===== src/common/trig_delay_pkg.sv =====
// constants and codes for the trigger delay sequencer
package trig_delay_pkg;
  localparam int unsigned CLK_HZ = 40_000_000;
  localparam int unsigned TICK_CYCLES = CLK_HZ / 10_000;
  // delay figures in units of 0.1 ms, except DLY_MAX_S in seconds
  localparam int unsigned DLY_MAX_S = 3600;
  localparam logic [25:0] DLY_MAX_TICKS = 26'(DLY_MAX_S * 10_000);
  localparam logic [25:0] DLY_1P0_MS = 26'h000_000A;
  localparam logic [25:0] DLY_1P5_MS = 26'h000_000F;
  localparam logic [25:0] DLY_10_MS = 26'h000_0064;
  localparam logic [25:0] DLY_15_MS = 26'h000_0096;
  localparam logic [25:0] DLY_100_MS = 26'h000_03E8;
  localparam logic [25:0] DLY_200_MS = 26'h000_07D0;
  localparam logic [25:0] DLY_600_MS = 26'h000_1770;
  localparam logic [25:0] DLY_1P0_S = 26'h000_2710;
  localparam logic [25:0] DLY_1P5_S = 26'h000_3A98;
  localparam logic [25:0] DLY_7P0_S = 26'h001_1170;
  localparam logic [25:0] DLY_ZERO = 26'h000_0000;
  localparam int unsigned SETUP_MS = 20;
  localparam logic [7:0] SETUP_TICKS = 8'(SETUP_MS * 10);
  localparam logic [15:0] SAMPLE_ONE = 16'h0001;
  localparam int unsigned PULSE_CYCLES = 4;
  localparam logic [1:0] BAND_DEFAULT = 2'h1;
  localparam logic [1:0] HOLD_COUNT = 2'h3;
  // function codes
  localparam logic [2:0] FN_DCV = 3'h0;
  localparam logic [2:0] FN_DCI = 3'h1;
  localparam logic [2:0] FN_OHM2 = 3'h2;
  localparam logic [2:0] FN_OHM4 = 3'h3;
  localparam logic [2:0] FN_ACV = 3'h4;
  localparam logic [2:0] FN_ACI = 3'h5;
  localparam logic [2:0] FN_FREQ = 3'h6;
  localparam logic [2:0] FN_PER = 3'h7;
  // resistance range codes: 0=100 ohm .. 6=100 Mohm
  localparam logic [2:0] RNG_1M = 3'h4;
  // ac filter codes
  localparam logic [1:0] FILT_SLOW = 2'h0;
  localparam logic [1:0] FILT_MED = 2'h1;
endpackage : trig_delay_pkg


===== src/design/trigger_delay_sequencer.sv =====
// trigger delay sequencer top with auto delay table and handshake pins
// Operation
// [RQ1] programmed delay accepted from zero to one hour in seconds
// [RQ2] automatic delay from function, range, integration and filter unless programmed
// [RQ3] delay reverts to automatic on reset or configure/measure command
// [RQ4] fixed delay is the same for every function and range
// [RQ5] delay inserted before every sample of a multi-sample trigger
// [RQ6] dc volts and amps: 1.5 ms at one cycle or more, else 1.0 ms
// [RQ7] resistance: 1.5/1.0 ms to 100k, 15/10 ms at 1M, 100 ms above
// [RQ8] ac with remote/single/external trigger: 7 s, 1 s, 600 ms by filter
// [RQ9] ac with front-panel auto trigger: 1.5 s, 200 ms, 100 ms by filter
// [RQ10] frequency/period: 1 s remote/single/external, zero with auto trigger
// [RQ11] one command loads seconds or min/max, another switches auto on/off
// [RQ12] hold latches new value after three successive readings in band
// [RQ13] hold band is one of four percentages, default 0.10%
// [RQ14] band is volatile and returns to 0.10% on reset
// [RQ15] stable value is frozen and beeps if beeper enabled
// [RQ16] hold suspended in remote and resumes in local
// [RQ17] one low pulse on measurement done after every measurement
// [RQ18] external low pulse triggers; in remote only with external source
// [RQ19] one external trigger during a reading is remembered and served after
// [RQ20] external triggers discarded for 20 ms after wait-for-trigger entry; code starts this window only on arming from idle
// [RQ21] trigger, delay, sample, done pulse, repeat until sample count exhausted
module trigger_delay_sequencer
(
  input wire logic CLK_IN,
  input wire logic SYS_RST_IN,
  input wire logic IF_RESET_IN,
  input wire logic CONFIG_CMD_IN,
  input wire logic DELAY_LOAD_IN,
  input wire logic [1:0] DELAY_SEL_IN,
  input wire logic [11:0] DELAY_SEC_IN,
  input wire logic AUTO_LOAD_IN,
  input wire logic AUTO_ON_IN,
  input wire logic [2:0] FUNCTION_IN,
  input wire logic [2:0] RANGE_IN,
  input wire logic INTEGRATION_CYCLES_GE1_IN,
  input wire logic [1:0] AC_FILTER_IN,
  input wire logic FRONT_AUTO_TRIG_IN,
  input wire logic REMOTE_IN,
  input wire logic EXT_SOURCE_IN,
  input wire logic ARM_IN,
  input wire logic INT_TRIG_IN,
  input wire logic [15:0] SAMPLE_COUNT_IN,
  input wire logic EXT_TRIG_N_IN,
  input wire logic SAMPLE_DONE_IN,
  input wire logic [23:0] READING_IN,
  input wire logic HOLD_EN_IN,
  input wire logic BEEP_EN_IN,
  input wire logic BAND_LOAD_IN,
  input wire logic [1:0] BAND_SEL_IN,
  output logic SAMPLE_START_OUT,
  output logic MEASUREMENT_DONE_PULSE_N_OUT,
  output logic BUSY_OUT,
  output logic WAITING_OUT,
  output logic AUTO_DELAY_OUT,
  output logic [25:0] DELAY_TICKS_OUT,
  output logic [1:0] BAND_OUT,
  output logic [23:0] HELD_READING_OUT,
  output logic BEEP_OUT
);
  typedef enum {ST_IDLE, ST_WAIT, ST_DELAY, ST_SAMPLE} state_t;
  state_t state_q, state_d;
  logic [1:0] ext_sync_q, ext_sync_d;
  logic ext_prev_q, ext_prev_d;
  logic [12:0] div_q, div_d;
  logic tick;
  logic auto_q, auto_d;
  logic [25:0] fixed_q, fixed_d;
  logic [25:0] dly_q, dly_d;
  logic [15:0] left_q, left_d;
  logic [7:0] setup_q, setup_d;
  logic pend_q, pend_d;
  logic start_q, start_d;
  logic [2:0] pulse_q, pulse_d;
  logic [25:0] auto_val, cur_delay;
  logic ext_fall, ext_ok, fire, busy;
  logic cfg_reset;

  // automatic delay table, in 0.1 ms ticks
  function automatic logic [25:0] auto_delay(input logic [2:0] fn, input logic [2:0] rng,
      input logic ge1, input logic [1:0] filt, input logic fp_auto);
    logic [25:0] r;
    r = trig_delay_pkg::DLY_ZERO;
    case (fn)
      trig_delay_pkg::FN_DCV, trig_delay_pkg::FN_DCI:
        r = ge1 ? trig_delay_pkg::DLY_1P5_MS : trig_delay_pkg::DLY_1P0_MS; // [RQ6]
      trig_delay_pkg::FN_OHM2, trig_delay_pkg::FN_OHM4:
        if (rng < trig_delay_pkg::RNG_1M) // [RQ7]
          r = ge1 ? trig_delay_pkg::DLY_1P5_MS : trig_delay_pkg::DLY_1P0_MS;
        else if (rng == trig_delay_pkg::RNG_1M)
          r = ge1 ? trig_delay_pkg::DLY_15_MS : trig_delay_pkg::DLY_10_MS;
        else
          r = trig_delay_pkg::DLY_100_MS;
      trig_delay_pkg::FN_ACV, trig_delay_pkg::FN_ACI:
        if (fp_auto) // [RQ9]
        begin
          case (filt)
            trig_delay_pkg::FILT_SLOW: r = trig_delay_pkg::DLY_1P5_S;
            trig_delay_pkg::FILT_MED: r = trig_delay_pkg::DLY_200_MS;
            default: r = trig_delay_pkg::DLY_100_MS;
          endcase
        end
        else // [RQ8]
        begin
          case (filt)
            trig_delay_pkg::FILT_SLOW: r = trig_delay_pkg::DLY_7P0_S;
            trig_delay_pkg::FILT_MED: r = trig_delay_pkg::DLY_1P0_S;
            default: r = trig_delay_pkg::DLY_600_MS;
          endcase
        end
      trig_delay_pkg::FN_FREQ, trig_delay_pkg::FN_PER:
        r = fp_auto ? trig_delay_pkg::DLY_ZERO : trig_delay_pkg::DLY_1P0_S; // [RQ10]
      default:
        r = trig_delay_pkg::DLY_ZERO;
    endcase
    return r;
  endfunction : auto_delay

  assign cfg_reset = IF_RESET_IN | CONFIG_CMD_IN;
  assign tick = (div_q == 13'(trig_delay_pkg::TICK_CYCLES - 1));
  assign auto_val = auto_delay(FUNCTION_IN, RANGE_IN, INTEGRATION_CYCLES_GE1_IN,
                               AC_FILTER_IN, FRONT_AUTO_TRIG_IN & ~REMOTE_IN);
  assign cur_delay = auto_q ? auto_val : fixed_q; // [RQ2] [RQ4]
  assign ext_fall = ext_prev_q & ~ext_sync_q[1];
  // remote needs external source; local single/external listens outside the setup window [RQ18]
  assign ext_ok = ext_fall & (~REMOTE_IN | EXT_SOURCE_IN) & (setup_q == 8'h00); // [RQ20]
  assign busy = (state_q == ST_DELAY) | (state_q == ST_SAMPLE);
  assign fire = ext_ok | pend_q | INT_TRIG_IN;

  // pin sampler and tick divider
  always_comb
  begin
    ext_sync_d = {ext_sync_q[0], EXT_TRIG_N_IN};
    ext_prev_d = ext_sync_q[1];
    div_d = tick ? 13'h0000 : 13'(div_q + 13'h0001);
  end

  always_ff @(posedge CLK_IN or posedge SYS_RST_IN)
  begin
    if (SYS_RST_IN)
    begin
      ext_sync_q <= 2'h3; // idle high, so no false edge after reset
      ext_prev_q <= 1'b1;
      div_q <= 13'h0000;
    end
    else
    begin
      ext_sync_q <= ext_sync_d;
      ext_prev_q <= ext_prev_d;
      div_q <= div_d;
    end
  end

  // delay setting
  always_comb
  begin
    auto_d = auto_q;
    fixed_d = fixed_q;
    if (cfg_reset)
      auto_d = 1'b1; // [RQ3]
    else if (DELAY_LOAD_IN) // [RQ11]
    begin
      auto_d = 1'b0;
      case (DELAY_SEL_IN)
        2'h1: fixed_d = trig_delay_pkg::DLY_ZERO;
        2'h2: fixed_d = trig_delay_pkg::DLY_MAX_TICKS;
        default:
          // clamp keeps the one hour ceiling [RQ1]
          fixed_d = (DELAY_SEC_IN > 12'(trig_delay_pkg::DLY_MAX_S)) ?
                    trig_delay_pkg::DLY_MAX_TICKS :
                    26'(26'(DELAY_SEC_IN) * trig_delay_pkg::DLY_1P0_S);
      endcase
    end
    else if (AUTO_LOAD_IN)
      auto_d = AUTO_ON_IN; // [RQ11]
  end

  always_ff @(posedge CLK_IN or posedge SYS_RST_IN)
  begin
    if (SYS_RST_IN)
    begin
      auto_q <= 1'b1; // [RQ3]
      fixed_q <= 26'h000_0000;
    end
    else
    begin
      auto_q <= auto_d;
      fixed_q <= fixed_d;
    end
  end

  // done strobe; it restarts if a sample ends while it is still low
  always_comb
  begin
    if (state_q == ST_SAMPLE && SAMPLE_DONE_IN)
      pulse_d = 3'(trig_delay_pkg::PULSE_CYCLES); // [RQ17]
    else if (pulse_q != 3'h0)
      pulse_d = 3'(pulse_q - 3'h1);
    else
      pulse_d = 3'h0;
  end

  always_ff @(posedge CLK_IN or posedge SYS_RST_IN)
  begin
    if (SYS_RST_IN)
      pulse_q <= 3'h0;
    else
      pulse_q <= pulse_d;
  end

  // trigger sequencer
  always_comb
  begin
    state_d = state_q;
    dly_d = dly_q;
    left_d = left_q;
    pend_d = pend_q;
    start_d = 1'b0;
    setup_d = (setup_q != 8'h00 && tick) ? 8'(setup_q - 8'h01) : setup_q;
    if (busy && ext_ok)
      pend_d = 1'b1; // buffer one, later ones fold in [RQ19]
    case (state_q)
      ST_IDLE:
        if (ARM_IN)
        begin
          state_d = ST_WAIT;
          setup_d = trig_delay_pkg::SETUP_TICKS; // [RQ20]
          pend_d = 1'b0;
        end
      ST_WAIT:
        if (fire)
        begin
          state_d = ST_DELAY; // [RQ21]
          pend_d = 1'b0; // [RQ19]
          dly_d = cur_delay;
          left_d = (SAMPLE_COUNT_IN == 16'h0000) ? trig_delay_pkg::SAMPLE_ONE
                   : SAMPLE_COUNT_IN;
        end
      ST_DELAY:
        if (dly_q == 26'h000_0000)
        begin
          state_d = ST_SAMPLE;
          start_d = 1'b1;
        end
        else if (tick)
          dly_d = 26'(dly_q - 26'h000_0001);
      ST_SAMPLE:
        if (SAMPLE_DONE_IN)
        begin
          if (left_q == trig_delay_pkg::SAMPLE_ONE)
            state_d = ST_WAIT; // [RQ21]
          else
          begin
            left_d = 16'(left_q - 16'h0001);
            dly_d = cur_delay; // delay again before next sample [RQ5]
            state_d = ST_DELAY;
          end
        end
      default:
        state_d = ST_IDLE;
    endcase
    // an abort must not leave a start strobe or a buffered edge behind
    if (cfg_reset || (!ARM_IN && state_q == ST_WAIT))
    begin
      state_d = ST_IDLE;
      start_d = 1'b0;
      pend_d = 1'b0;
    end
  end

  always_ff @(posedge CLK_IN or posedge SYS_RST_IN)
  begin
    if (SYS_RST_IN)
    begin
      state_q <= ST_IDLE;
      dly_q <= 26'h000_0000;
      left_q <= 16'h0000;
      setup_q <= 8'h00;
      pend_q <= 1'b0;
      start_q <= 1'b0;
    end
    else
    begin
      state_q <= state_d;
      dly_q <= dly_d;
      left_q <= left_d;
      setup_q <= setup_d;
      pend_q <= pend_d;
      start_q <= start_d;
    end
  end

  hold_detector u_hold
  (
    .clk_in(CLK_IN),
    .rst_in(SYS_RST_IN),
    .band_reset_in(IF_RESET_IN),
    .band_load_in(BAND_LOAD_IN),
    .band_sel_in(BAND_SEL_IN),
    .active_in(HOLD_EN_IN & ~REMOTE_IN), // [RQ16]
    .beep_en_in(BEEP_EN_IN),
    .sample_valid_in(SAMPLE_DONE_IN),
    .sample_in(READING_IN),
    .band_out(BAND_OUT),
    .held_out(HELD_READING_OUT),
    .beep_out(BEEP_OUT)
  );

  assign SAMPLE_START_OUT = start_q;
  assign MEASUREMENT_DONE_PULSE_N_OUT = (pulse_q == 3'h0); // [RQ17]
  assign BUSY_OUT = busy;
  assign WAITING_OUT = (state_q == ST_WAIT);
  assign AUTO_DELAY_OUT = auto_q;
  assign DELAY_TICKS_OUT = cur_delay;
endmodule : trigger_delay_sequencer


===== src/design/hold_detector.sv =====
// reading-hold stability detector
module hold_detector
(
  input wire logic clk_in,
  input wire logic rst_in,
  input wire logic band_reset_in,
  input wire logic band_load_in,
  input wire logic [1:0] band_sel_in,
  input wire logic active_in,
  input wire logic beep_en_in,
  input wire logic sample_valid_in,
  input wire logic [23:0] sample_in,
  output logic [1:0] band_out,
  output logic [23:0] held_out,
  output logic beep_out
);
  logic [1:0] band_q, band_d;
  logic [23:0] ref_q, ref_d, held_q, held_d;
  logic [1:0] cnt_q, cnt_d;
  logic beep_q, beep_d;
  logic [23:0] mag, diff, lim;

  function automatic logic [23:0] abs24(input logic [23:0] v);
    abs24 = v[23] ? 24'(-v) : v;
  endfunction : abs24

  always_comb
  begin
    band_d = band_q;
    ref_d = ref_q;
    held_d = held_q;
    cnt_d = cnt_q;
    beep_d = 1'b0;
    mag = abs24(ref_q);
    diff = abs24(24'(sample_in - ref_q));
    case (band_q) // band as fraction of reading, shift approximations [RQ13]
      2'h0: lim = mag >> 13;
      2'h1: lim = mag >> 10;
      2'h2: lim = mag >> 7;
      default: lim = mag >> 3;
    endcase
    if (band_reset_in)
      band_d = trig_delay_pkg::BAND_DEFAULT; // [RQ14]
    else if (band_load_in)
      band_d = band_sel_in; // [RQ13]
    if (sample_valid_in && active_in) // suspended in remote [RQ16]
    begin
      if (cnt_q != 2'h0 && diff <= lim)
      begin
        if (cnt_q + 2'h1 == trig_delay_pkg::HOLD_COUNT) // three in band [RQ12]
        begin
          cnt_d = 2'h0;
          if (sample_in != held_q)
          begin
            held_d = sample_in; // [RQ15]
            beep_d = beep_en_in; // [RQ15]
          end
        end
        else
          cnt_d = cnt_q + 2'h1;
      end
      else
      begin
        ref_d = sample_in;
        cnt_d = 2'h1;
      end
    end
  end

  always_ff @(posedge clk_in or posedge rst_in)
  begin
    if (rst_in)
    begin
      band_q <= trig_delay_pkg::BAND_DEFAULT;
      ref_q <= 24'h00_0000;
      held_q <= 24'h00_0000;
      cnt_q <= 2'h0;
      beep_q <= 1'b0;
    end
    else
    begin
      band_q <= band_d;
      ref_q <= ref_d;
      held_q <= held_d;
      cnt_q <= cnt_d;
      beep_q <= beep_d;
    end
  end

  assign band_out = band_q;
  assign held_out = held_q;
  assign beep_out = beep_q;
endmodule : hold_detector


===== config.mk =====
export PLATFORM = sky130hd
export DESIGN_NAME = trigger_delay_sequencer
export DESIGN_NICKNAME = d
export VERILOG_FILES = /design/src/common/trig_delay_pkg.sv /design/src/design/trigger_delay_sequencer.sv /design/src/design/hold_detector.sv
export SDC_FILE = /design/constraint.sdc
export NUM_CORES = 1
export LEC_CHECK = 0
export ABC_AREA = 1
export BUFFER_PORTS_ARGS = -buffer_cell sky130_fd_sc_hd__buf_2
export CAP_MARGIN = 10
export CORE_UTILIZATION = 30
export DETAILED_ROUTE_END_ITERATION = 10
export GPL_ROUTABILITY_DRIVEN = 0
export PLACE_DENSITY = 0.48
export SLEW_MARGIN = 20
export SYNTH_ARGS = -nofsm -noshare
export SYNTH_HDL_FRONTEND = slang
export SYNTH_SLANG_ARGS = --single-unit

===== constraint.sdc =====
create_clock -name CLK_IN -period 5.4 [get_ports CLK_IN]
set_clock_uncertainty 0.1 [all_clocks]
set_input_delay 1.08 -clock CLK_IN [delete_from_list [all_inputs] [get_ports CLK_IN]]
set_output_delay 1.08 -clock CLK_IN [all_outputs]
set_load 0.1 [all_outputs]

# Yosys cells after proc, flatten, opt, wreduce, memory -nomap -nowiden
# Index checks and enable logic that the tools add are counted.
[op_classes]
addsub = 9
multipliers = 1
div_mod_pow = 0
magnitude_cmp = 3
eq_ne = 32
n_shift = 0
muxes = 58
n_bitwise = 14
reduce_logical = 33
[op_table]
columns = ["cell", "n"]
rows = [
  ["$mux 26", 8],
  ["$mux 32", 5],
  ["$pmux 32 s4", 1],
  ["$pmux 26 s4", 1],
  ["$eq 32x2->1 const B", 3],
  ["$pmux 26 s3", 1],
  ["$eq 32x3->1 const B", 2],
  ["$mux 16", 4],
  ["$pmux 21 s3", 1],
  ["$pmux 26 s2", 1],
  ["$mux 24", 2],
  ["$neg 24->24", 2],
  ["$pmux 17 s2", 1],
  ["$eq 32x1->1 const B", 1],
  ["$logic_not 32->1", 1],
  ["$mux 8", 4],
  ["$pmux 16 s2", 1],
  ["$pmux 14 s2", 1],
  ["$logic_not 26->1", 1],
  ["$sub 26x1->26 const B", 1],
  ["$le 24x24->1", 1],
  ["$ne 24x24->1", 1],
  ["$sub 24x24->24", 1],
  ["$mul 12x10->22 const B", 1],
  ["other kinds (40)", 104],
]
[totals]
ff_bits = 183
latchBits = 0
ram_bits = 0
romBits = 0
in_bits = 82
output_inout_bits = 58
elab_cells = 167
mem_count = 0

# Depth between registers and ports, before layout
# Gate-level depths: netlist (run 1).
[logic_depth]
word_depth = 9
mapped_depth = 39
ltp_nobuf = 37

# Modules after synthesis
# From an unflattened synthesis (run 1), not the netlist that was laid out.
[hier_totals]
hier_cells = 2363
hier_area_um2 = 15287.2
[modules_own_cells]
columns = ["module", "instances", "cells_per_inst", "area_each_um2", "seq_area_each_um2"]
rows = [
  ["trigger_delay_sequencer", 1, 1300, 8839.7, 2407.3],
  ["hold_detector", 1, 1063, 6447.4, 1327.5],
]

# Least setup slack after synthesis (run 1)
# OpenSTA, ideal clock, no wires.
[synth_path]
path_kind = "input to output"
start = "in INTEGRATION_CYCLES_GE1_IN"
end = "out DELAY_TICKS_OUT[2]"
t_arrival_ps = 4728
slack_ps = -508
stages = 5
cell_sequence = "inv_1 or2_2 a211oi_1 inv_1 o31ai_1"
[synth_between]
elab_chain_cells = 4
[synth_rtl]
columns = ["element", "line_no", "rtl"]
rows = [
  ["start: declaration", "trigger_delay_sequencer.sv:37", "input wire logic INTEGRATION_CYCLES_GE1_IN,"],
  ["$mux 3 (*)", "trigger_delay_sequencer.sv:87, trigger_delay_sequencer.sv:90", ""],
  ["$mux 10", "trigger_delay_sequencer.sv:89", "if (rng < trig_delay_pkg::RNG_1M)"],
  ["$pmux 26 s4 (*)", "trigger_delay_sequencer.sv:85", "case (fn)"],
  ["$mux 26 (*)", "trigger_delay_sequencer.sv:124", "assign cur_delay = auto_q ? auto_val : fixed_q;"],
  ["end: declaration", "trigger_delay_sequencer.sv:57", "output logic [25:0] DELAY_TICKS_OUT,"],
]
# Mark *: on every way between the ends. The rest lies on a longest branch, timed or not.

# Worst setup path in the final report (run 1)
[layout_path]
start = "in READING_IN[0]"
end = "reg u_hold.held_q[16] (netlist: u_hold.held_out[16])"
[layout_between]
elab_chain_cells = 6
word_cells_on_any_way = 7
cone_classes = "2 x add/sub; 1 x order compare; 1 x eq/ne; 1 x mux; 2 x reduce/logical"
[layout_rtl]
columns = ["element", "line_no", "rtl"]
rows = [
  ["start: declaration", "trigger_delay_sequencer.sv:47", "input wire logic [23:0] READING_IN,"],
  ["$sub 24x24->24", "hold_detector.sv:35", "diff = abs24(24'(sample_in - ref_q));"],
  ["$neg 24->24", "hold_detector.sv:24", "abs24 = v[23] ? 24'(-v) : v;"],
  ["$mux 24", "hold_detector.sv:24", ""],
  ["$le 24x24->1", "hold_detector.sv:48", "if (cnt_q != 2'h0 && diff <= lim)"],
  ["$logic_and 1x1->1", "hold_detector.sv:48", ""],
  ["$reduce_and 4->1 (no source line) (*)", "--", ""],
  ["end signal: assignment", "hold_detector.sv:84", "held_q <= held_d;"],
  ["end: declaration", "hold_detector.sv:18", "logic [23:0] ref_q, ref_d, held_q, held_d;"],
]
# Marks and branches as above.
# A chain may end at the register's enable or synchronous reset.

==> results by group, run 1 <==
Synth
  – Sequential element share of the synthesized area: between 20% and 30%
  – YS warnings: 0
  – Asr flop ratio synth: 100.0%
  – Post-synth top flop: dfrtp_1
  – Synth top area share: 26.14%
  – Post-Syn Nets: about 2200
  – Count leader, synth: nand2_1
  – Ranking of synthesized cells by area: dfrtp_1 26%, nand2_1 13%, ha_1 11%
  – EDFF count, synth: 0
  – Biggest area consumer among synthesized cells: dfrtp_1
  – Distinct cells, synth: 56
  – Post-synthesis cell area: 13780 sq um
  – Mean Syn Cell Area: 6.878 sq um
  – Syn Inst Count: 2004
  – Synth top cells by count: 479 x nand2_1, 342 x inv_1, 186 x nor2_1
  – Number of synthesized register bits: 149

Critical path
  – Worst setup path start: READING_IN[0]
  – Capturing point of the worst reg2reg path: u_hold.held_out[16]$_DFFE_PP0P_
  – Worst endpoint data arrival time: 5.34 ns
  – Crit-path most repeated cell: nand2_1
  – Worst reg2reg startpoint: u_hold.ref_q[1]$_DFFE_PP0P_
  – Crit-path slowest cell: fa_1
  – CP Class: input pin to flip-flop
  – CP bufs+invs: 4
  – R2r setup slk: 0.43 ns
  – Critical path peak fanout: 7
  – CP delay by family, top: simple AND/OR/NAND/NOR gates
  – FF-to-FF path depth: 35
  – CP Capture Point: u_hold.held_out[16]$_DFFE_PP0P_
  – Startpoint Class: input pin
  – CP Capture Type: flip-flop
  – CP required: 5.63 ns
  – Worst path depth: 30
  – Max incr delay on CP: 0.56 ns

Placement
  – Port Buffer Count: 138
  – Inst Count DP: 2786
  – HPWL after DPL: about 35000 microns
  – Cell Area, Placed: 15740 sq um

Timing
  – Final cycle utilization of the critical path: between 90 and 100%
  – Final setup viols: 0
  – F_max: 0.1959 GHz
  – Slew HR: 39.89%
  – Tmin final: 5.105 ns
  – Fin. max-slew vios: 0
  – Final Hold Vio Count: 0
  – Worst Tran Pin Value: 0.9016 ns

Clock tree
  – Root Driver: clkbuf_16
  – CTS tree: yes
  – Clk Latency, worst-skew pair: roughly 0.45 ns
  – Clk pin slew, worst setup/hold paths: 0.06 ns
  – CTS Sinks: 149
  – H-tree depth: 4
  – Bufs on Longest Clock Path: 2
  – TritonCTS Buffers: 17

Floorplanning
  – DIE AREA: between 40000 and 50000 sq um
  – Chip width: 216.3 microns
  – Die H: 216.3 microns
  – Initial Util: 30.37%
  – Row count: 78
  – Core ar.: 45380 sq um
  – Io pins: 140

GRT
  – Global route overflow: 0
  – GRT Overall Usage: a little under a fifth
  – Largest net degree at the start of global routing: 93
  – Global-route wire length before repair: 70280 microns
  – Number of global-route vias before repair: around 13000
  – Initial antenna violation count: 2

Power
  – PwrDens: 466.6 nW/um^2
  – VDD IR max: 0.0003022 V
  – Lkg Pwr: 0.008721 uW

Route
  – Via count: 13520
  – Routed WL: 43960 microns
  – Initial DRC count: 595
  – Post-route DRC: 0
  – Remaining antenna violation count after routing: 0
  – WL/cell: 15.56 microns
  – DRT Pass-1 Iters: 5
  – Vias/cell: 4.786

Layout
  – Finished Cell Area: around 17000 sq um
  – # fillers: 4947
  – Final core utilization: 36.50%
  – Nets: 2440
  – Post-route non-filler standard cell count: 2825
  – Share of cells above drive strength 1: 15.33%
  – Area Overhead vs Synth: 20.17%

Run status
  – Status: finished clean

Flow run
  – Max Cap Violations: 0

Min path
  – Hold Crit Class: flip-flop to flip-flop
  – Hold Crit Start: ext_sync_q[0]$_DFF_PP1_
## worst min path at each step
stage / endpoint / cells after the start
finish: ext_sync_q[1]$_DFF_PP1_ / 0
global route: ext_sync_q[1]$_DFF_PP1_ / 0
CTS: ext_sync_q[1]$_DFF_PP1_ / 0
detailed placement: ext_sync_q[1]$_DFF_PP1_ / 0
global placement: ext_sync_q[1]$_DFF_PP1_ / 0
floorplan: ext_sync_q[1]$_DFF_PP1_ / 0
## logic make-up after synthesis
family,synth area share (%)
flops,27.10
fa+ha+maj,14.65
compound gates,13.43
buf+inv,11.04
mux,0.07262
simple gates,29.08
xor+xnor,4.630
## flip-flops by register name, indices dropped and copies added (netlist names), 2 cells and up
register         flops
div_q               13
dly_q               26
ext_sync_q           2
fixed_q             22
left_q              16
pulse_q              3
setup_q              8
state_q              2
u_hold.band_out      2
u_hold.cnt_q         2
u_hold.held_out     24
u_hold.ref_q        24
## layout by cell type (no fill, tap or decap), drive strengths merged, types with 2 or more instances in the layout
master,n
a211oi,8
a21boi,3
a21oi,92
a31oi,8
and2,3
buf,234
bufinv,3
clkbuf,18
clkinv,6
dfrtp,144
dfstp,5
fa,24
ha,123
inv,352
nand2,491
nand3,103
nand3b,9
nand4,56
nor2,196
nor3,30
nor3b,3
nor4,18
o2111ai,2
o211ai,18
o21a,4
o21ai,134
o21bai,6
o221ai,10
o22ai,20
o31ai,8
o32ai,2
or2,9
xnor2,10
xor2,62
## power breakdown
group / leakage [uW] / switching, uW / internal, uW
clock network: 0.000308 / 562 / 748
registers: 0.00191 / 210 / 1370
logic: 0.00650 / 3030 / 1810
## what timing repair did
action	CTS	global route
hold buffers	0	0
buffers inserted	0	5
endpoints found under the hold margin	0	0
gates resized for setup	0	31
endpoints found under the setup margin	0	51
## worst register-to-register path, delay by kind of cell (launching register included)
family                   cells  cell delay, ns
flip-flops                   1            0.42
adder cells (fa/ha/maj)      1            0.35
AND/OR/NAND/NOR             26            2.83
buffers and inverters        3            0.43
AO/OA/AOI/OAI                5            0.69
## per-layer routing
metal  routed length [microns]  up-vias  global-route usage (%)
li1                          -     6922                       -
met1                     20390     6297                   24.68
met2                     21050      250                   32.32
met3                      1440       49                   2.372
met4                      1066        2                   6.291
met5                        10        -                       0
## cell type report
type | instances | area [sq um] | share of cell area, %
diodes | 1 | 2.502 | 0.01511
well taps | 600 | 750.7 | 4.532
clock inverters | 15 | 214.0 | 1.292
multi-input cells | 1461 | 8643 | 52.18
repair buffers | 235 | 1485 | 8.967
inverters | 347 | 1308 | 7.894
clock buffers | 17 | 425.4 | 2.568
flip-flops and latches | 149 | 3735 | 22.55
## through the flow
step	total power, uW	hold slack, ns	setup slack (ns)	setup TNS (ns)
2_1_floorplan	4812	0.2452	0.2202	0
3_3_place_gp	6261	0.2520	-0.2942	-11.48
4_1_cts	7671	0.2635	0.1194	0
5_1_grt	8484	0.2668	-0.03930	-0.5652
6_report	7728	0.2600	0.2946	0
3_5_place_dp	6320	0.2534	-0.3530	-14.45
(Power assumes the default switching activity.)
==> run 2, diff against run 1 <==
--- a/config.mk
+++ b/config.mk
@@ -6,11 +6,12 @@
 export NUM_CORES = 1
 export LEC_CHECK = 0
 export ABC_AREA = 1
-export BUFFER_PORTS_ARGS = -buffer_cell sky130_fd_sc_hd__buf_2
+export BUFFER_PORTS_ARGS = -buffer_cell sky130_fd_sc_hd__buf_4
 export CAP_MARGIN = 10
 export CORE_UTILIZATION = 30
 export DETAILED_ROUTE_END_ITERATION = 10
 export GPL_ROUTABILITY_DRIVEN = 0
+export GPL_TIMING_DRIVEN = 1
 export PLACE_DENSITY = 0.48
 export SLEW_MARGIN = 20
 export SYNTH_ARGS = -nofsm -noshare
==> run 2 against run 1 <==
Compared with the run above: global-route usage grew 0.14 points; core utilization grew 0.74 points; power shrank 0.38%; via count grew 0.17%; register-to-register slack gained 0.09 ns; setup slack gained 0.044 ns; design area grew 2.0%; largest cell class unchanged.
==> results by group, run 2 (synthesis gave the netlist of run 1 again) <==
Critical path
  – Capturing point of the worst reg2reg path: u_hold.held_out[22]$_DFFE_PP0P_
  – CP Capture Point: u_hold.held_out[22]$_DFFE_PP0P_
  – Worst endpoint data arrival time: 5.29 ns (-0.05 ns)
  – Max incr delay on CP: 0.53 ns (-0.03 ns)
  – FF-to-FF path depth: 33 (-5.7%)
  – CP Class: input pin to flip-flop
  – Crit-path most repeated cell: nand2_1
  – Startpoint Class: input pin
  – Critical path peak fanout: 7 (unchanged)
  – CP Capture Type: flip-flop
  – CP required: 5.62 ns (about the same)
  – Crit-path slowest cell: fa_2
  – R2r setup slk: 0.52 ns (+0.09 ns)
  – Worst setup path start: READING_IN[0]
  – Worst reg2reg startpoint: u_hold.ref_q[1]$_DFFE_PP0P_

Clock tree
  – Clk Latency, worst-skew pair: 0.44 ns (about the same)
  – Clk pin slew, worst setup/hold paths: 0.07 ns (about the same)
  – H-tree depth: 4 (unchanged)
  – CTS Sinks: 149 (unchanged)
  – Bufs on Longest Clock Path: 2 (unchanged)
  – CTS tree: yes
  – TritonCTS Buffers: 17 (unchanged)
  – Root Driver: clkbuf_16

Floorplanning
  – Initial Util: 30.37% (unchanged)
  – Core ar.: 45380 sq um (unchanged)
  – Die H: 216.3 microns (unchanged)
  – Row count: 78 (unchanged)
  – Io pins: 140 (unchanged)
  – DIE AREA: 46810 sq um (unchanged)
  – Chip width: 216.3 microns (unchanged)

Route
  – Initial DRC count: 825 (+39%)
  – DRT Pass-1 Iters: 8 (+3)
  – Via count: 13540 (+0.17%)
  – Remaining antenna violation count after routing: 0 (unchanged)
  – WL/cell: 15.60 microns (+0.28%)
  – Vias/cell: 4.799 (+0.28%)
  – Post-route DRC: 0 (unchanged)
  – Routed WL: 44030 microns (+0.17%)

Power
  – VDD IR max: 0.0002908 V (-3.8%)
  – PwrDens: 455.6 nW/um^2 (-2.4%)
  – Lkg Pwr: 0.008780 uW (+0.68%)
  – Combinational fraction of design power: 63.2% (+0.6 points)
  – Final total power: 7699 uW (-0.38%)
  – Register share of total power: 20.5% (about the same)
  – Sw power: 3790 uW (-0.34%)
  – Cell internal pwr: 3908 uW (-0.41%)
  – Clk pwr share: 16.3% (-0.7 points)
  – Sw frac: 49.23% (about the same)

Layout
  – Largest register FFs: 26 (unchanged)
  – Reg with most FFs: dly_q
  – Most frequent cells in the layout: 475 x nand2_1, 339 x inv_1, 224 x buf_4
  – Diode count: 0 (-1)
  – Leading cell type in the layout, fill and taps excluded: nand2_1
  – Final core utilization: 37.24% (+0.74 points)
  – Share of cells above drive strength 1: 15.30% (-0.031 points)
  – Nets: 2438 (-0.082%)
  – Area Overhead vs Synth: 22.60%

Placement
  – HPWL after DPL: 35500 microns (+0.24%)
  – Port Buffer Count: 138 (unchanged)
  – Dpl ws: -0.3359 ns (+0.01705 ns)

GRT
  – Initial antenna violation count: 0 (-2)
  – Largest net degree at the start of global routing: 82 (-12%)
  – Global-route wire length before repair: 70450 microns (+0.24%)
  – Global route overflow: 0 (unchanged)
  – GRT Overall Usage: 19.10% (+0.14 points)
  – Number of global-route vias before repair: 13200 (-1.2%)

Timing
  – Fin. max-slew vios: 0 (unchanged)
  – Final setup viols: 0 (unchanged)
  – Final Hold Vio Count: 0 (unchanged)
  – Worst Tran Pin Value: 0.8888 ns (-0.01277 ns)
  – Tmin final: 5.062 ns (-0.04381 ns)
  – Slew HR: 40.68% (+0.79 points)
  – F_max: 0.1976 GHz (+0.87%)
  – RSZ-0062 raised after global routing: false
  – Final cycle utilization of the critical path: 93.73% (-0.81 points)
  – Final Worst Setup Slack: 0.3384 ns (+0.04381 ns)

Run status
  – Status: finished clean

Min path
  – Hold Crit Class: flip-flop to flip-flop

Flow run
  – Max Cap Violations: 0 (unchanged)
==> run 2: how the worst min path moves through the flow <==
stage	slack [ns]	start	end	cells after the start
finish	0.27	ext_sync_q[0]$_DFF_PP1_	ext_sync_q[1]$_DFF_PP1_	0
CTS	0.27	ext_sync_q[0]$_DFF_PP1_	ext_sync_q[1]$_DFF_PP1_	0
global placement	0.25	ext_sync_q[0]$_DFF_PP1_	ext_sync_q[1]$_DFF_PP1_	0
detailed placement	0.26	ext_sync_q[0]$_DFF_PP1_	ext_sync_q[1]$_DFF_PP1_	0
global route	0.27	ext_sync_q[0]$_DFF_PP1_	ext_sync_q[1]$_DFF_PP1_	0
floorplan	0.25	ext_sync_q[0]$_DFF_PP1_	ext_sync_q[1]$_DFF_PP1_	0
==> run 2: area by class of cell <==
type                            count  area (sq um)
Sequential cell                   149          3735
Fill cell                        4856         28480
Tap cell                          600         750.7
Timing Repair Buffer              233          1853
Clock inverter                     14         171.4
Inverter                          347          1308
Multi-Input combinational cell   1461          8642
Clock buffer                       18         439.2
==> run 2: per-stage QoR <==
step                cell area [sq um]  setup TNS (ns)  hold WS, ns  instances
floorplan                       13790               0       0.2452       2004
global placement                16090          -10.79       0.2477       2782
detailed placement              16090          -13.12       0.2564       2782
CTS                             16700               0       0.2673       2814
global route                    16900               0       0.2709       2822
finish                          16900               0       0.2668       2822
==> run 2: timing repair <==
item | CTS | global route
endpoints found under the setup margin | 0 | 51
hold endpoints to repair | 0 | 0
setup buffers | 0 | 6
resized for setup | 0 | 35
hold buffers | 0 | 0
==> run 2: metal layers <==
metal	routed length [microns]	share of wire (%)	track usage, %
met4	1276	2.9	6.854
met1	20030	45	24.91
met5	0	0	0
met3	1895	4.3	3.116
met2	20840	47	31.72
==> run 2: worst max-delay path: cells and delay by family <==
kind / cells / cell delay (ns)
AO/OA/AOI/OAI: 4 / 0.76
buffers and inverters: 4 / 0.45
AND/OR/NAND/NOR: 17 / 1.67
adder cells (fa/ha/maj): 4 / 1.16
XOR/XNOR: 1 / 0.16
==> run 2: power groups by stage <==
stage	clock, uW	combinational [uW]	sequential [uW]
2_1_floorplan	0	3230	1580
3_3_place_gp	0	4710	1590
3_5_place_dp	0	4770	1590
4_1_cts	1300	4790	1580
5_1_grt	1340	5520	1620
6_report	1260	4860	1580
==> run 3, diff against run 2 <==
--- a/config.mk
+++ b/config.mk
@@ -5,14 +5,14 @@
 export SDC_FILE = /design/constraint.sdc
 export NUM_CORES = 1
 export LEC_CHECK = 0
-export ABC_AREA = 1
+export ABC_AREA = 0
 export BUFFER_PORTS_ARGS = -buffer_cell sky130_fd_sc_hd__buf_4
 export CAP_MARGIN = 10
 export CORE_UTILIZATION = 30
 export DETAILED_ROUTE_END_ITERATION = 10
 export GPL_ROUTABILITY_DRIVEN = 0
 export GPL_TIMING_DRIVEN = 1
-export PLACE_DENSITY = 0.48
+export PLACE_DENSITY_LB_ADDON = 0.05
 export SLEW_MARGIN = 20
 export SYNTH_ARGS = -nofsm -noshare
 export SYNTH_HDL_FRONTEND = slang
==> run 3 against run 2 <==
Compared with the run above: the run now ends with setup timing left; sequential power up 11%; largest cell class unchanged; combinational power up 58%; non-clock buffer count up 180; largest power group unchanged; critical endpoint is now u_hold.held_out[17]$_DFFE_PP0P_; critical path type unchanged; fmax down 16%.
==> results by group, run 3 <==
Run status
  – Status: finished, violations left
  – Failing checks: setup timing

Floorplanning
  – Die H: 212.2 microns (-1.9%)
  – Core ar.: 43360 sq um (-4.4%)
  – DIE AREA: 45050 sq um (-3.8%)
  – Row count: 76 (-2.6%)
  – Chip width: 212.2 microns (-1.9%)
  – Io pins: 140 (unchanged)
  – Initial Util: 30.58% (+0.21 points)

Route
  – Routed WL: 45510 microns (+3.4%)
  – Post-route DRC: 0 (unchanged)
  – Vias/cell: 5.014 (+4.5%)
  – DRT Pass-1 Iters: 5 (-3)
  – Initial DRC count: 617 (-25%)
  – Remaining antenna violation count after routing: 0 (unchanged)
  – WL/cell: 18.25 microns (+17%)
  – Via count: 12510 (-7.7%)

Critical path
  – CP Class: input pin to flip-flop
  – Startpoint Class: input pin
  – Critical path peak fanout: 5 (-2)
  – CP required: 5.64 ns (+0.02 ns)
  – FF-to-FF path depth: 23 (-30%)
  – Capturing point of the worst reg2reg path: u_hold.held_out[17]$_DFFE_PP0P_
  – CP Capture Type: flip-flop
  – Worst reg2reg startpoint: u_hold.ref_q[0]$_DFFE_PP0P_
  – Worst endpoint data arrival time: 6.30 ns (+1.01 ns)
  – R2r setup slk: -0.64 ns (-1.16 ns)

Synth
  – EDFF count, synth: 0 (unchanged)
  – Number of synthesized register bits: 149 (unchanged)
  – Synth top area share: 27.17% (+1.0 points)
  – Synth top cells by count: 144 x dfrtp_1, 133 x inv_1, 123 x ha_1
  – Post-Syn Nets: 1756 (-21%)
  – Sequential element share of the synthesized area: 28.17% (+1.1 points)
  – YS warnings: 0 (unchanged)
  – Mean Syn Cell Area: 8.684 sq um (+26%)
  – Distinct cells, synth: 86 (+54%)
  – Ranking of synthesized cells by area: dfrtp_1 27%, ha_1 12%, xnor2_1 4.8%
  – Count leader, synth: dfrtp_1
  – Syn Inst Count: 1527 (-24%)
  – Post-synth top flop: dfrtp_1
  – Biggest area consumer among synthesized cells: dfrtp_1
  – Asr flop ratio synth: 100.0% (unchanged)
  – Post-synthesis cell area: 13260 sq um (-3.8%)

Layout
  – Nets: 2125 (-13%)
  – Reg with most FFs: dly_q
  – Leading cell type in the layout, fill and taps excluded: buf_4
  – Area Overhead vs Synth: 35.31%
  – Largest register FFs: 26 (unchanged)
  – Post-route non-filler standard cell count: 2494 (-12%)
  – Most frequent cells in the layout: 400 x buf_4, 144 x dfrtp_1, 131 x inv_1
  – Share of cells above drive strength 1: 30.23% (+15 points)
  – Diode count: 0 (unchanged)

Clock tree
  – Clk pin slew, worst setup/hold paths: 0.07 ns (about the same)
  – H-tree depth: 4 (unchanged)
  – CTS tree: yes
  – Bufs on Longest Clock Path: 2 (unchanged)
  – CTS Sinks: 149 (unchanged)
  – Root Driver: clkbuf_16
  – Clk Latency, worst-skew pair: 0.46 ns (+0.02 ns)
  – TritonCTS Buffers: 17 (unchanged)
  – Hold buffer count at cts: 0 (unchanged)

Timing
  – Final cycle utilization of the critical path: 112.3% (+19 points)
  – Worst Tran Pin Value: 0.9987 ns (+0.1099 ns)
  – RSZ-0062 raised after global routing: true
  – Fin. max-slew vios: 0 (unchanged)
  – Final setup viols: 51 (+51)
  – Final Worst Setup Slack: -0.6615 ns (-1.000 ns)
  – Final Hold Vio Count: 0 (unchanged)
  – F_max: 0.1650 GHz (-16%)
  – Tmin final: 6.062 ns (+1.000 ns)
  – Slew HR: 33.42% (-7.3 points)

GRT
  – Initial antenna violation count: 1 (+1)
  – Global route overflow: 0 (unchanged)
  – Number of global-route vias before repair: 12500 (-5.3%)
  – GRT Overall Usage: 20.67% (+1.6 points)
  – Largest net degree at the start of global routing: 100 (+22%)
  – Global-route wire length before repair: 70840 microns (+0.56%)

Placement
  – Port Buffer Count: 138 (unchanged)
  – HPWL after DPL: 36660 microns (+3.2%)
  – Inst Count DP: 2449 (-12%)

Min path
  – Hold Crit Start: ext_sync_q[0]$_DFF_PP1_
  – Hold path depth: 0 (unchanged)
  – Hold Crit Class: flip-flop to flip-flop
  – Hold Path End: ext_sync_q[1]$_DFF_PP1_

Power
  – PwrDens: 599.2 nW/um^2 (+32%)
  – Final total power: 10750 uW (+40%)
  – VDD IR max: 0.0002636 V (-9.3%)
  – Lkg Pwr: 0.008454 uW (-3.7%)

Flow run
  – Max Cap Violations: 0 (unchanged)
## run 3: routing by layer
metal / up-vias / global-route usage [%] / wire (microns) / share of wire [%]
met4: 2 / 5.706 / 994 / 2.2
met3: 39 / 3.530 / 1554 / 3.4
li1: 6221 / - / - / -
met5: - / 0 / 17 / 0.037
met2: 207 / 35.14 / 21960 / 48
met1: 6036 / 26.84 / 20990 / 46
## run 3: cell type report
| type | instances | area, sq um |
|---|---|---|
| inverters | 134 | 520.5 |
| multi-input cells | 1181 | 9131 |
| flip-flops and latches | 149 | 3735 |
| repair buffers | 413 | 3207 |
| clock inverters | 13 | 183.9 |
| well taps | 585 | 732.0 |
| fillers | 4506 | 25420 |
| clock buffers | 19 | 432.9 |
## run 3: repair_timing
item	in CTS	in global routing
gates resized for setup	25	39
endpoints found under the setup margin	51	54
setup buffers	6	5
gates cloned	3	2
pin swaps	2	23
## run 3: worst max-delay path by stage
| stage | slack [ns] | from | end |
|---|---|---|---|
| 6_report | -0.66 | READING_IN[0] | u_hold.held_out[17]$_DFFE_PP0P_ |
| 5_1_grt | -0.87 | READING_IN[0] | u_hold.held_out[6]$_DFFE_PP0P_ |
| 4_1_cts | -0.76 | u_hold.ref_q[0]$_DFFE_PP0P_ | u_hold.held_out[11]$_DFFE_PP0P_ |
| 3_5_place_dp | -1.10 | READING_IN[0] | u_hold.held_out[5]$_DFFE_PP0P_ |
| 3_3_place_gp | -1.06 | READING_IN[0] | u_hold.held_out[0]$_DFFE_PP0P_ |
| 2_1_floorplan | -0.57 | READING_IN[0] | u_hold.held_out[11]$_DFFE_PP0P_ |
## run 3: logic make-up (layout without fill, tap and decap cells)
logic type	count (synthesis)	in the layout	share of synthesized area, %
DFF	149	149	28.17
adders and majority gates	147	147	15.23
muxes	62	62	6.086
xor gates and xnor gates	104	104	6.869
and+or+nand+nor	450	450	17.26
AOI/OAI and AO/OA	418	418	20.31
buffers and inverters	197	579	6.086
## run 3: where the power goes
part           switching, uW  total, uW  internal [uW]
clock                    529       1300            773
sequential               317       1760           1450
combinational           4020       7690           3660
## run 3: worst max-delay path, cell delays in order
cell and delay [ns]:
buf_6 0.11, inv_12 0.03, ha_4 0.15, fa_2 0.39, nor2b_4 0.14, o211a_1 0.21, o311ai_4 0.14, a221o_1 0.37
a211oi_2 0.23, or4b_4 0.54, nor2_4 0.15, a31oi_2 0.10, xor2_1 0.15, ha_1 0.29, nand4_1 0.11, nand3b_1 0.24
nor2_1 0.13, a31oi_1 0.10, o32ai_2 0.14, buf_4 0.19, o21ai_4 0.07, nor4bb_4 0.31, and3_4 0.25, o21ai_4 0.08
buf_4 0.17, buf_6 0.13, mux2_4 0.29
## run 3: per-stage QoR
stage	TNS [ns]	utilization (%)	instance area, sq um	hold slack, ns	setup WS (ns)
after global routing	-40.50	41.38	17940	0.2619	-0.8701
final	-29.54	41.38	17940	0.2588	-0.6615
after global placement	-51.84	39.02	16920	0.2497	-1.064
after detailed placement	-53.62	39.02	16920	0.2487	-1.102
after floorplan	-24.61	-	13460	0.2452	-0.5743
after CTS	-35.30	40.99	17780	0.2605	-0.7568
